## src/inc/lcig_defines.svh

```systemverilog
// Constants for the regulator control and charger input guard block
// Operation
// - Regulator turns on on 0-to-1 control edge
// - Regulator turns off on 1-to-0 control edge
// - Each regulator has own 3-bit wait field
// - Wait codes: 0 ms, then 2 ms doubling
// - Discharge path active when selected and disabled
// - Low-quiescent select puts regulator in low-Iq state
// - Power-good reads 0 below threshold
// - Unmasked regulator below threshold raises interrupt; code raises it only while the regulator is on
// - Interrupt holds until recovered/off and status read
// - Default voltage at start, software may rewrite
// - Voltage code: coarse upper, fine lower bits
// - Two-bit select sets over-voltage trip level
// - After trip, resume only below 6.0V
// - Input limit from mains-detect and charge-level
// - Lockout below 3.5V, restart 500mV above
// - Valid input powers system, else battery
`ifndef LCIG_DEFINES_SVH
`define LCIG_DEFINES_SVH
// ----------------------------------------------------------------
// Sizes and timing
// ----------------------------------------------------------------
`define LCIG_NUM_LDO 4
`define LCIG_CLK_MHZ 100
`define LCIG_WAIT_STEP_MS 2
`define LCIG_US_PER_MS 1000
`define LCIG_WAIT_UNIT_CYC (`LCIG_WAIT_STEP_MS * `LCIG_US_PER_MS * `LCIG_CLK_MHZ)
`define LCIG_VSEL_RESET 6'h2A
// ----------------------------------------------------------------
// Voltage decode, millivolts
// ----------------------------------------------------------------
`define LCIG_MV_B0 12'h258
`define LCIG_MV_B1 12'h320
`define LCIG_MV_B2 12'h3E8
`define LCIG_MV_B3 12'h4B0
`define LCIG_MV_B4 12'h640
`define LCIG_MV_B5 12'h7D0
`define LCIG_MV_B6 12'h960
`define LCIG_MV_B7 12'hC80
`define LCIG_MV_S_FINE 12'h019
`define LCIG_MV_S_MID 12'h032
`define LCIG_MV_S_WIDE 12'h064
`endif

```

## src/inc/lcig_pkg.sv

```systemverilog
// Types shared by the regulator control and charger input guard block
package lcig_pkg;
  typedef enum logic [2:0] {
    LCIG_OFF = 3'b001,
    LCIG_WAIT = 3'b010,
    LCIG_ON = 3'b100
  } lcig_ldo_st_t;
  typedef enum logic [2:0] {
    LCIG_LIM_100MA = 3'b001,
    LCIG_LIM_450MA = 3'b010,
    LCIG_LIM_2A = 3'b100
  } lcig_ilim_t;
  typedef struct packed {
    logic on_ctrl;
    logic [2:0] startup_wait_sel;
    logic output_discharge_sel;
    logic low_quiescent_sel;
    logic fault_irq_unmask;
  } lcig_ldo_cfg_t;
  typedef struct packed {
    logic linreg_en;
    logic discharge_en;
    logic low_iq_en;
    logic power_good;
    logic [5:0] voltage_select;
    logic [11:0] vout_mv;
  } lcig_ldo_stat_t;
  typedef struct packed {
    logic [3:0] above_trip;
    logic above_resume;
    logic above_uvlo;
    logic above_restart;
  } lcig_chg_cmp_t;
endpackage : lcig_pkg

```

## src/hdl/lcig_top.sv

```systemverilog
// Control logic for four linear regulators and the charger input guard
`timescale 1ns/100ps
`include "lcig_defines.svh"
module lcig_top import lcig_pkg::*; #(
  parameter int NUM_LDO = `LCIG_NUM_LDO,
  parameter int WAIT_UNIT_CYC = `LCIG_WAIT_UNIT_CYC,
  parameter logic [5:0] VSEL_RESET = `LCIG_VSEL_RESET
) (
  // Clock and reset
  input wire logic clk,
  input wire logic resetn,
  // Regulator control from software
  input wire lcig_ldo_cfg_t [NUM_LDO-1:0] ldo_cfg,
  input wire logic [NUM_LDO-1:0][5:0] voltage_select,
  input wire logic [NUM_LDO-1:0] voltage_select_wr,
  input wire logic power_good_rd,
  // Charger control
  input wire logic [1:0] overvoltage_trip_sel,
  // Analog comparators and pins, asynchronous
  input wire logic [NUM_LDO-1:0] pgood_cmp_in,
  input wire lcig_chg_cmp_t chg_cmp_in,
  input wire logic mains_detect_in,
  input wire logic charge_level_in,
  // Regulator outputs
  output lcig_ldo_stat_t [NUM_LDO-1:0] ldo_stat,
  output logic irq_request_n,
  // Charger outputs
  output logic charge_enable,
  output logic sys_from_input,
  output lcig_ilim_t input_limit
);

  // ----------------------------------------------------------------
  // Helpers
  // ----------------------------------------------------------------
  function automatic logic [31:0] wait_cycles(input logic [2:0] sel);
    logic [31:0] unit;
    unit = 32'(WAIT_UNIT_CYC);
    if (sel == 3'h0) begin
      wait_cycles = 32'h0;
    end else begin
      wait_cycles = unit << (sel - 3'h1);
    end
  endfunction : wait_cycles

  function automatic logic [11:0] decode_mv(input logic [5:0] code);
    logic [11:0] base;
    logic [11:0] step;
    base = `LCIG_MV_B0;
    step = `LCIG_MV_S_FINE;
    unique case (code[5:3])
      3'h0: base = `LCIG_MV_B0;
      3'h1: base = `LCIG_MV_B1;
      3'h2: base = `LCIG_MV_B2;
      3'h3: base = `LCIG_MV_B3;
      3'h4: base = `LCIG_MV_B4;
      3'h5: base = `LCIG_MV_B5;
      3'h6: base = `LCIG_MV_B6;
      3'h7: base = `LCIG_MV_B7;
    endcase
    if (code[5:3] >= 3'h6) begin
      step = `LCIG_MV_S_WIDE;
    end else if (code[5:3] >= 3'h3) begin
      step = `LCIG_MV_S_MID;
    end
    decode_mv = 12'(base + step * {9'h0, code[2:0]});
  endfunction : decode_mv

  // ----------------------------------------------------------------
  // Input synchroniser
  // ----------------------------------------------------------------
  localparam int SW = NUM_LDO + $bits(lcig_chg_cmp_t) + 2;
  logic [SW-1:0] meta_q, meta_d;
  logic [SW-1:0] sync_q, sync_d;
  logic [NUM_LDO-1:0] pg_s;
  lcig_chg_cmp_t cmp_s;
  logic mains_s;
  logic level_s;

  always_comb begin
    meta_d = {pgood_cmp_in, chg_cmp_in, mains_detect_in, charge_level_in};
    sync_d = meta_q;
  end

  always_ff @(posedge clk or negedge resetn) begin
    if (!resetn) begin
      meta_q <= '0;
      sync_q <= '0;
    end else begin
      meta_q <= meta_d;
      sync_q <= sync_d;
    end
  end

  assign {pg_s, cmp_s, mains_s, level_s} = sync_q;

  // ----------------------------------------------------------------
  // Regulator sequencing, fault latch and outputs
  // ----------------------------------------------------------------
  lcig_ldo_st_t st_q [NUM_LDO];
  lcig_ldo_st_t st_d [NUM_LDO];
  logic [31:0] cnt_q [NUM_LDO];
  logic [31:0] cnt_d [NUM_LDO];
  logic [NUM_LDO-1:0] on_prev_q, on_prev_d;
  logic [NUM_LDO-1:0] fault_q, fault_d;
  logic [NUM_LDO-1:0] seen_q, seen_d;
  logic [NUM_LDO-1:0][5:0] vsel_q, vsel_d;
  lcig_ldo_stat_t [NUM_LDO-1:0] stat_d;
  logic irq_n_d;

  always_comb begin
    logic rise;
    logic fall;
    logic set_f;
    rise = 1'b0;
    fall = 1'b0;
    set_f = 1'b0;
    for (int i = 0; i < NUM_LDO; i++) begin
      rise = ldo_cfg[i].on_ctrl & ~on_prev_q[i];
      fall = ~ldo_cfg[i].on_ctrl & on_prev_q[i];
      on_prev_d[i] = ldo_cfg[i].on_ctrl;
      st_d[i] = st_q[i];
      cnt_d[i] = cnt_q[i];
      unique case (st_q[i])
        LCIG_OFF: begin
          if (rise) begin
            cnt_d[i] = wait_cycles(ldo_cfg[i].startup_wait_sel);
            st_d[i] = (cnt_d[i] == 32'h0) ? LCIG_ON : LCIG_WAIT;
            cnt_d[i] = (cnt_d[i] == 32'h0) ? 32'h0 : cnt_d[i] - 32'h1;
          end
        end
        LCIG_WAIT: begin
          if (fall) begin
            st_d[i] = LCIG_OFF;
          end else if (cnt_q[i] == 32'h0) begin
            st_d[i] = LCIG_ON;
          end else begin
            cnt_d[i] = cnt_q[i] - 32'h1;
          end
        end
        LCIG_ON: begin
          if (fall) begin
            st_d[i] = LCIG_OFF;
          end
        end
        default: begin
          st_d[i] = LCIG_OFF;
        end
      endcase
      // Set wins over clear so a fault during the release is kept
      set_f = ldo_cfg[i].fault_irq_unmask & (st_q[i] == LCIG_ON) & ~pg_s[i];
      seen_d[i] = seen_q[i] | (fault_q[i] & power_good_rd);
      fault_d[i] = fault_q[i];
      if (set_f) begin
        fault_d[i] = 1'b1;
        seen_d[i] = seen_q[i] & ~(~fault_q[i]) & power_good_rd | (seen_q[i] & fault_q[i]);
      end else if (fault_q[i] & seen_d[i] & ((st_q[i] != LCIG_ON) | pg_s[i])) begin
        fault_d[i] = 1'b0;
        seen_d[i] = 1'b0;
      end
      vsel_d[i] = voltage_select_wr[i] ? voltage_select[i] : vsel_q[i];
      stat_d[i].linreg_en = (st_d[i] == LCIG_ON);
      stat_d[i].discharge_en = ldo_cfg[i].output_discharge_sel & (st_d[i] != LCIG_ON);
      stat_d[i].low_iq_en = ldo_cfg[i].low_quiescent_sel;
      stat_d[i].power_good = pg_s[i];
      stat_d[i].voltage_select = vsel_d[i];
      stat_d[i].vout_mv = decode_mv(vsel_d[i]);
    end
    irq_n_d = ~|fault_d;
  end

  always_ff @(posedge clk or negedge resetn) begin
    if (!resetn) begin
      for (int i = 0; i < NUM_LDO; i++) begin
        st_q[i] <= LCIG_OFF;
        cnt_q[i] <= 32'h0;
        vsel_q[i] <= VSEL_RESET;
        ldo_stat[i] <= '{linreg_en: 1'b0, discharge_en: 1'b0, low_iq_en: 1'b0,
                         power_good: 1'b0, voltage_select: VSEL_RESET,
                         vout_mv: 12'h0};
      end
      on_prev_q <= '0;
      fault_q <= '0;
      seen_q <= '0;
      irq_request_n <= 1'b1;
    end else begin
      for (int i = 0; i < NUM_LDO; i++) begin
        st_q[i] <= st_d[i];
        cnt_q[i] <= cnt_d[i];
        vsel_q[i] <= vsel_d[i];
        ldo_stat[i] <= stat_d[i];
      end
      on_prev_q <= on_prev_d;
      fault_q <= fault_d;
      seen_q <= seen_d;
      irq_request_n <= irq_n_d;
    end
  end

  // ----------------------------------------------------------------
  // Charger input guard
  // ----------------------------------------------------------------
  // Lockouts start set so charging waits for a clean input after reset
  logic ovp_lock_q, ovp_lock_d;
  logic uvlo_lock_q, uvlo_lock_d;
  logic chg_en_d;
  logic sys_in_d;
  lcig_ilim_t ilim_d;

  always_comb begin
    ovp_lock_d = ovp_lock_q;
    if (cmp_s.above_trip[overvoltage_trip_sel]) begin
      ovp_lock_d = 1'b1;
    end else if (!cmp_s.above_resume) begin
      ovp_lock_d = 1'b0;
    end
    uvlo_lock_d = uvlo_lock_q;
    if (!cmp_s.above_uvlo) begin
      uvlo_lock_d = 1'b1;
    end else if (cmp_s.above_restart) begin
      uvlo_lock_d = 1'b0;
    end
    sys_in_d = ~ovp_lock_d & ~uvlo_lock_d;
    chg_en_d = sys_in_d;
    if (mains_s) begin
      ilim_d = LCIG_LIM_2A;
    end else if (level_s) begin
      ilim_d = LCIG_LIM_450MA;
    end else begin
      ilim_d = LCIG_LIM_100MA;
    end
  end

  always_ff @(posedge clk or negedge resetn) begin
    if (!resetn) begin
      ovp_lock_q <= 1'b1;
      uvlo_lock_q <= 1'b1;
      charge_enable <= 1'b0;
      sys_from_input <= 1'b0;
      input_limit <= LCIG_LIM_100MA;
    end else begin
      ovp_lock_q <= ovp_lock_d;
      uvlo_lock_q <= uvlo_lock_d;
      charge_enable <= chg_en_d;
      sys_from_input <= sys_in_d;
      input_limit <= ilim_d;
    end
  end

endmodule : lcig_top

```

## config.mk

```make
export PLATFORM = sky130hd
export DESIGN_NAME = lcig_top
export DESIGN_NICKNAME = d
export VERILOG_FILES = /design/src/inc/lcig_pkg.sv /design/src/hdl/lcig_top.sv
export VERILOG_INCLUDE_DIRS = /design/src /design/src/inc
export SDC_FILE = /design/constraint.sdc
export NUM_CORES = 1
export LEC_CHECK = 0
export ABC_AREA = 0
export BUFFER_PORTS_ARGS = -buffer_cell sky130_fd_sc_hd__buf_2
export CORE_MARGIN = 2
export CORE_UTILIZATION = 56
export CTS_BUF_LIST = sky130_fd_sc_hd__clkbuf_8
export DETAILED_ROUTE_END_ITERATION = 10
export PLACE_DENSITY = 0.79
export SYNTH_ARGS = -nofsm -noshare
export SYNTH_HDL_FRONTEND = slang
export SYNTH_SLANG_ARGS = --single-unit
```

## constraint.sdc

```tcl
create_clock -name clk -period 4.3 [get_ports clk]
set_input_delay 0.86 -clock clk [delete_from_list [all_inputs] [get_ports clk]]
set_output_delay 0.86 -clock clk [all_outputs]
set_load 0.02 [all_outputs]
```

==> results of run 1 <==
## per-layer routing
metal	wire length, microns	vias to the layer above	part of all wire
met5	56	-	0.0012
met2	21400	707	0.46
met1	19800	7978	0.43
met3	3870	111	0.084
li1	-	7901	-
met4	1140	8	0.025
## path summary, 6_finish.rpt
kind                                      to  slack [ns]                 start
worst max register to register  ldo_stat[55]        0.35            vsel_q[16]
worst min-delay path               cnt_q[56]        0.24                resetn
worst max-delay path            ldo_stat[55]        0.29  voltage_select_wr[2]
worst min register to register     sync_q[4]        0.35             meta_q[4]
max in group asynchronous         vsel_q[11]        3.01                resetn
min in group clk                   sync_q[4]        0.35             meta_q[4]
## worst reg2reg max path: cells and delay by family (launching register included)
family	cells	cell delay (ns)
fa+ha+maj	5	1.53
compound gates	6	1.05
flops	1	0.39
simple gates	3	0.37
mux	1	0.31
buf+inv	3	0.21
## synth_stat cells, types with 11 or more instances
cell / number
nand2b_1: 35
inv_1: 146
dfstp_2: 20
o211ai_1: 22
xor2_1: 12
o311ai_0: 11
nand2_1: 141
mux2i_1: 28
a31oi_1: 44
or3_1: 18
a21o_1: 17
dfrtp_1: 253
nor2_1: 239
and2_1: 11
xnor2_1: 30
ha_1: 97
a21oi_1: 147
nand3_1: 38
o21ai_0: 246
buf_2: 13
or4_1: 17
fa_1: 48
o31ai_1: 11
nor2b_1: 35
nor4_1: 29
nor3_1: 71
clkbuf_1: 71
## final cells by class
type,count,area share
Antenna cell,6,0.000695
Clock buffer,63,0.0401
Clock inverter,31,0.0204
Inverter,153,0.0269
Multi-Input combinational cell,1559,0.490
Sequential cell,273,0.317
Tap cell,402,0.0233
Timing Repair Buffer,285,0.0813
## metrics by stage
step                      cell area (sq um)  setup TNS [ns]
final                                 21600               0
after detailed placement              20300           -1.29
after global routing                  21600               0
after CTS                             21600               0
after floorplan                       18400         -0.0357
after global placement                20300          -0.312
## sequential cells by signal, summed over array words and instances, names as in the netlist
register,count
cnt_q,128
ldo_stat,64
vsel_q,24
meta_q,13
sync_q,13
st_q,12
fault_q,4
on_prev_q,4
seen_q,4
input_limit,3
irq_request_n,1
ovp_lock_q,1
sys_from_input,1
uvlo_lock_q,1
## cell families after synthesis
kind of cell / Yosys count / share of synthesized area
DFF: 273 / 0.379
buffers and inverters: 243 / 0.0523
AOI/OAI and AO/OA: 640 / 0.217
muxes: 33 / 0.0192
and+or+nand+nor: 698 / 0.191
xor gates and xnor gates: 43 / 0.0212
adders and majority gates: 145 / 0.120
## where the power goes
part / internal [mW] / switching, mW
clock network: 2.00 / 1.19
logic: 1.44 / 2.10
registers: 3.15 / 0.432
total: 6.59 / 3.73
==> flow_metrics.py, run 1 <==
metrics = {
    "layout": {
        "final_common_cell": "dfrtp_1",
        "multi_input_area_sq_um": 10600,
        "nFillCells": 2442,
        "drive_gt1_frac": 0.209,
        "area_delta_synth_final_pct": 19.5,
        "final_cells": 2772,
        "seq_area_sq_um": 6860,
        "final_cell_mix": "dfrtp_1, o21ai_0, nor2_1, buf_2, inv_1",
        "fin_nets": 2541,
        "post-route-util": 0.681,
    },
    "drt": {
        "first_pass_iters": 6,
        "ant_nets": 0,
        "drc_errors": 0,
        "drtIter0Drc": 1300,
        "avgViaCountPerCell": 6.03,
        "drt-total-wl_microns": 46300,
        "num_vias": 16700,
        "wl_per_cell_microns": 16.7,
    },
    "setup_path": {
        "cpPeakStageDelay_ns": 0.43,
        "crit_arrival_ns": 4.53,
        "cp.depth": 19,
        "crit_type": "input port to flip-flop",
        "cp_num_buf_inv": 4,
        "cp_common_cell": "inv_1",
        "critPathTopFamily": "adder cells",
        "crit_fanout": 5,
        "critPathSlowestCell": "fa_1",
        "endpoint_kind": "flip-flop",
        "path_cells": "buf_2 > mux2_4 > ha_2 > o21ai_2 > nand2_2 > nor2_2 > fa_1 > inv_1 > fa_1 > inv_1 > ha_1 > inv_1 > fa_2 > nor2b_1 > o21ai_1 > a21boi_1 > o21ai_1 > a221o_1 > o31ai_1",
        "reg2reg_depth": 18,
        "required_ns": 4.82,
        "startpoint_type": "input port",
    },
    "clock_tree": {
        "post_cts_resized": 0,
        "clkSinkCount": 273,
        "clock_latency_ns": 0.60,
        "cts_inserted_buffers": 50,
        "path_clk_slew_ns": 0.06,
        "cts_max_path_buffers": 3,
        "ctsHoldBuffers": 0,
        "postCtsSetupBuffers": 0,
        "cts_tree": "yes",
        "root_buffer": "clkbuf_8",
        "htree_levels": 2,
    },
    "hold_path": {
        "min_path_type": "input port to asynchronous set/reset pin",
    },
    "sta": {
        "finalWorstSetupSlack_ns": 0.290,
        "rsz0062_at_grt": "false",
        "fmax_mhz": 249,
        "timing_hold_violations_final": 0,
        "min_period_ns": 4.01,
        "worstMarginPinSlew_ns": 0.926,
        "hold_ws_ns": 0.236,
        "fin_skew_ns": 0.0249,
        "finalCritPeriodShare": 0.932,
        "slew_headroom": 0.377,
        "setup_viol": 0,
        "report.final.slew_viol_count": 0,
    },
    "floorplanning": {
        "start_util": 0.570,
        "pin_count": 168,
        "die_w_microns": 184,
        "coreArea_sq_um": 31700,
        "dieArea_sq_um": 33800,
        "rows": 65,
        "die_h_microns": 184,
    },
    "power": {
        "p_total_mw": 10.3,
        "vdd_drop_max_v": 0.000458,
        "power_density_nw_per_um2": 477,
        "cellLeakagePower_nw": 9.98,
    },
    "run": {
        "maxCapViolations": 0,
    },
    "yosys": {
        "synthFlopType": "dfrtp_1",
        "syn-num-nets": 2294,
        "synth-edff-count": 0,
        "yosys.area.top_type": "dfrtp_1",
        "yosysUniqueCellTypes": 93,
        "synth_seq_cells": 273,
        "syn-cell-area_sq_um": 18100,
        "yosys_warnings": 0,
        "ys_seq_area_frac": 0.379,
        "synth.area.top_cells": "dfrtp_1, o21ai_0, ha_1",
        "async_flop_share": 1.00,
        "netlist.area_leader.share": 0.350,
        "syn_inst": 2075,
        "avgSynthCellArea_sq_um": 8.72,
    },
    "status": {
        "outcome": "finished clean",
    },
    "grt": {
        "grt_pass1_wl_microns": 77900,
        "met3_usage": 0.0685,
        "grt-busiest-layer": "met2",
        "gr-usage-all-layers": 0.281,
        "grt_util_met1": 0.367,
        "gr-usage-met2": 0.458,
        "antenna_found_initial": 10,
        "grt-ovfl-total": 0,
        "grt_pass1_vias": 16300,
        "grt_max_degree": 90,
    },
    "place": {
        "gp_congestion": 0.915,
        "preCtsSetupSlack_ns": -0.240,
        "dpl.hpwl_microns": 33200,
        "portBuffers": 167,
        "dp.cells": 2672,
    },
}
(Power assumes the default switching activity.)
==> run 2: changes to the inputs <==
--- a/config.mk
+++ b/config.mk
@@ -12,6 +12,7 @@
 export CORE_UTILIZATION = 56
 export CTS_BUF_LIST = sky130_fd_sc_hd__clkbuf_8
 export DETAILED_ROUTE_END_ITERATION = 10
+export GPL_TIMING_DRIVEN = 0
 export PLACE_DENSITY = 0.79
 export SYNTH_ARGS = -nofsm -noshare
 export SYNTH_HDL_FRONTEND = slang
==> flow_metrics.py, run 2 (same netlist as run 1, synthesis figures left out) <==
metrics = {
    "clock_tree": {
        "cts_tree": "yes",
        "root_buffer": "clkbuf_8",
        "path_clk_slew_ns": 0.07,
        "clkSinkCount": 273,
        "cts_max_path_buffers": 3,
        "clock_latency_ns": 0.60,
        "ctsHoldBuffers": 0,
        "htree_levels": 2,
        "cts_inserted_buffers": 50,
    },
    "grt": {
        "gr-usage-all-layers": 0.291,
        "grt_max_degree": 99,
        "grt_pass1_wl_microns": 80600,
        "grt-ovfl-total": 0,
        "antenna_found_initial": 5,
        "grt_pass1_vias": 16400,
    },
    "setup_path": {
        "critPathTopFamily": "adder cells",
        "cpPeakStageDelay_ns": 0.53,
        "endpoint_kind": "flip-flop",
        "rr_endpoint": "ldo_stat[10]",
        "rrSetupSlack_ns": 0.24,
        "path_cells": "clkbuf_16 > mux2i_4 > inv_2 > ha_4 > nand2b_4 > nand2_2 > nor2_2 > fa_1 > inv_1 > fa_1 > inv_1 > ha_1 > inv_1 > fa_2 > nor2b_1 > o21ai_1 > a21boi_1 > o21ai_1 > a221o_1 > o31ai_1",
        "crit_type": "input port to flip-flop",
        "critPathSlowestCell": "fa_1",
        "r2r-start": "vsel_q[4]",
        "cp_num_buf_inv": 5,
        "crit_fanout": 8,
        "crit_arrival_ns": 4.60,
        "required_ns": 4.77,
        "reg2reg_depth": 16,
        "startpoint_type": "input port",
        "cp_common_cell": "inv_1",
    },
    "layout": {
        "final_cell_mix": "dfrtp_1, o21ai_0, nor2_1, buf_2, inv_1",
        "area_delta_synth_final_pct": 16.0,
        "post-route-util": 0.662,
        "seq_area_sq_um": 6860,
        "fin_nets": 2515,
        "multi_input_area_sq_um": 10600,
        "nFillCells": 2514,
        "largest_reg_flops": 128,
        "stdcell_area_sq_um": 21000,
        "top_register": "cnt_q",
        "reg.largest.list": "cnt_q x128, ldo_stat x64, vsel_q x24",
        "final_common_cell": "dfrtp_1",
        "drive_gt1_frac": 0.165,
    },
    "floorplanning": {
        "dieArea_sq_um": 33800,
        "pin_count": 168,
        "rows": 65,
        "die_h_microns": 184,
        "coreArea_sq_um": 31700,
        "start_util": 0.570,
        "die_w_microns": 184,
    },
    "place": {
        "gp_congestion": 0.958,
        "preCtsSetupSlack_ns": -0.403,
        "dpl.hpwl_microns": 35000,
        "placed_cell_area_sq_um": 19800,
        "portBuffers": 162,
    },
    "drt": {
        "wl_per_cell_microns": 17.9,
        "drt-total-wl_microns": 49100,
        "ant_nets": 0,
        "drc_errors": 0,
        "drtIter0Drc": 1436,
        "avgViaCountPerCell": 6.16,
        "first_pass_iters": 6,
        "num_vias": 16900,
    },
    "sta": {
        "fmax_mhz": 242,
        "finalWorstSetupSlack_ns": 0.167,
        "fin_tns_setup_ns": 0,
        "timing_hold_violations_final": 0,
        "setup_viol": 0,
        "fin_skew_ns": 0.0269,
        "min_period_ns": 4.13,
        "slew_headroom": 0.289,
        "report.final.slew_viol_count": 0,
        "worstMarginPinSlew_ns": 1.06,
        "finalCritPeriodShare": 0.961,
    },
    "power": {
        "power_density_nw_per_um2": 461,
        "vdd_drop_max_v": 0.000500,
        "cellLeakagePower_nw": 9.56,
        "p_total_mw": 9.68,
    },
    "status": {
        "outcome": "finished clean",
    },
    "run": {
        "maxCapViolations": 0,
    },
    "hold_path": {
        "min_path_type": "input port to asynchronous set/reset pin",
    },
}
[run 2: timing repair]
item                       in CTS  in global routing
setup endpoints to repair       0                 15
setup buffers                   0                  5
gates resized for setup         0                  2
[run 2: area by class of cell]
cell class,count,area share
multi-input cells,1559,0.504
well taps,402,0.0240
plain buffers,90,0.0207
repair buffers,169,0.0435
clock inverters,31,0.0116
flip-flops and latches,273,0.327
clock buffers,63,0.0413
diodes,2,0.000238
inverters,153,0.0278
[run 2: metrics by stage]
step	hold slack [ns]	std cells
floorplan	0.331	2075
global placement	0.333	2639
detailed placement	0.336	2641
CTS	0.255	2735
global route	0.279	2740
finish	0.226	2742
[run 2: where the power goes]
part / internal [mW] / total, mW / switching, mW
logic: 1.29 / 3.41 / 2.11
registers: 3.15 / 3.57 / 0.422
clock network: 1.56 / 2.70 / 1.14
[run 2: worst max path at each step]
| stage | from | endpoint | slack [ns] | cells after the start |
|---|---|---|---|---|
| after detailed placement | voltage_select_wr[2] | ldo_stat[55] | -0.40 | 19 |
| after CTS | voltage_select_wr[2] | ldo_stat[55] | 0.17 | 19 |
| final | voltage_select_wr[2] | ldo_stat[55] | 0.17 | 20 |
| after global placement | resetn | ldo_stat[32] | -2.61 | 1 |
| after global routing | voltage_select_wr[0] | ldo_stat[10] | -0.0003 | 17 |
| after floorplan | voltage_select_wr[0] | ldo_stat[11] | -0.04 | 18 |
[run 2: layer usage]
metal,GRT usage,routed length (microns),vias to the layer above
met5,0,41,-
met4,0.110,1430,6
met3,0.0677,4430,130
met2,0.464,22300,852
met1,0.388,20900,8056
li1,-,-,7845
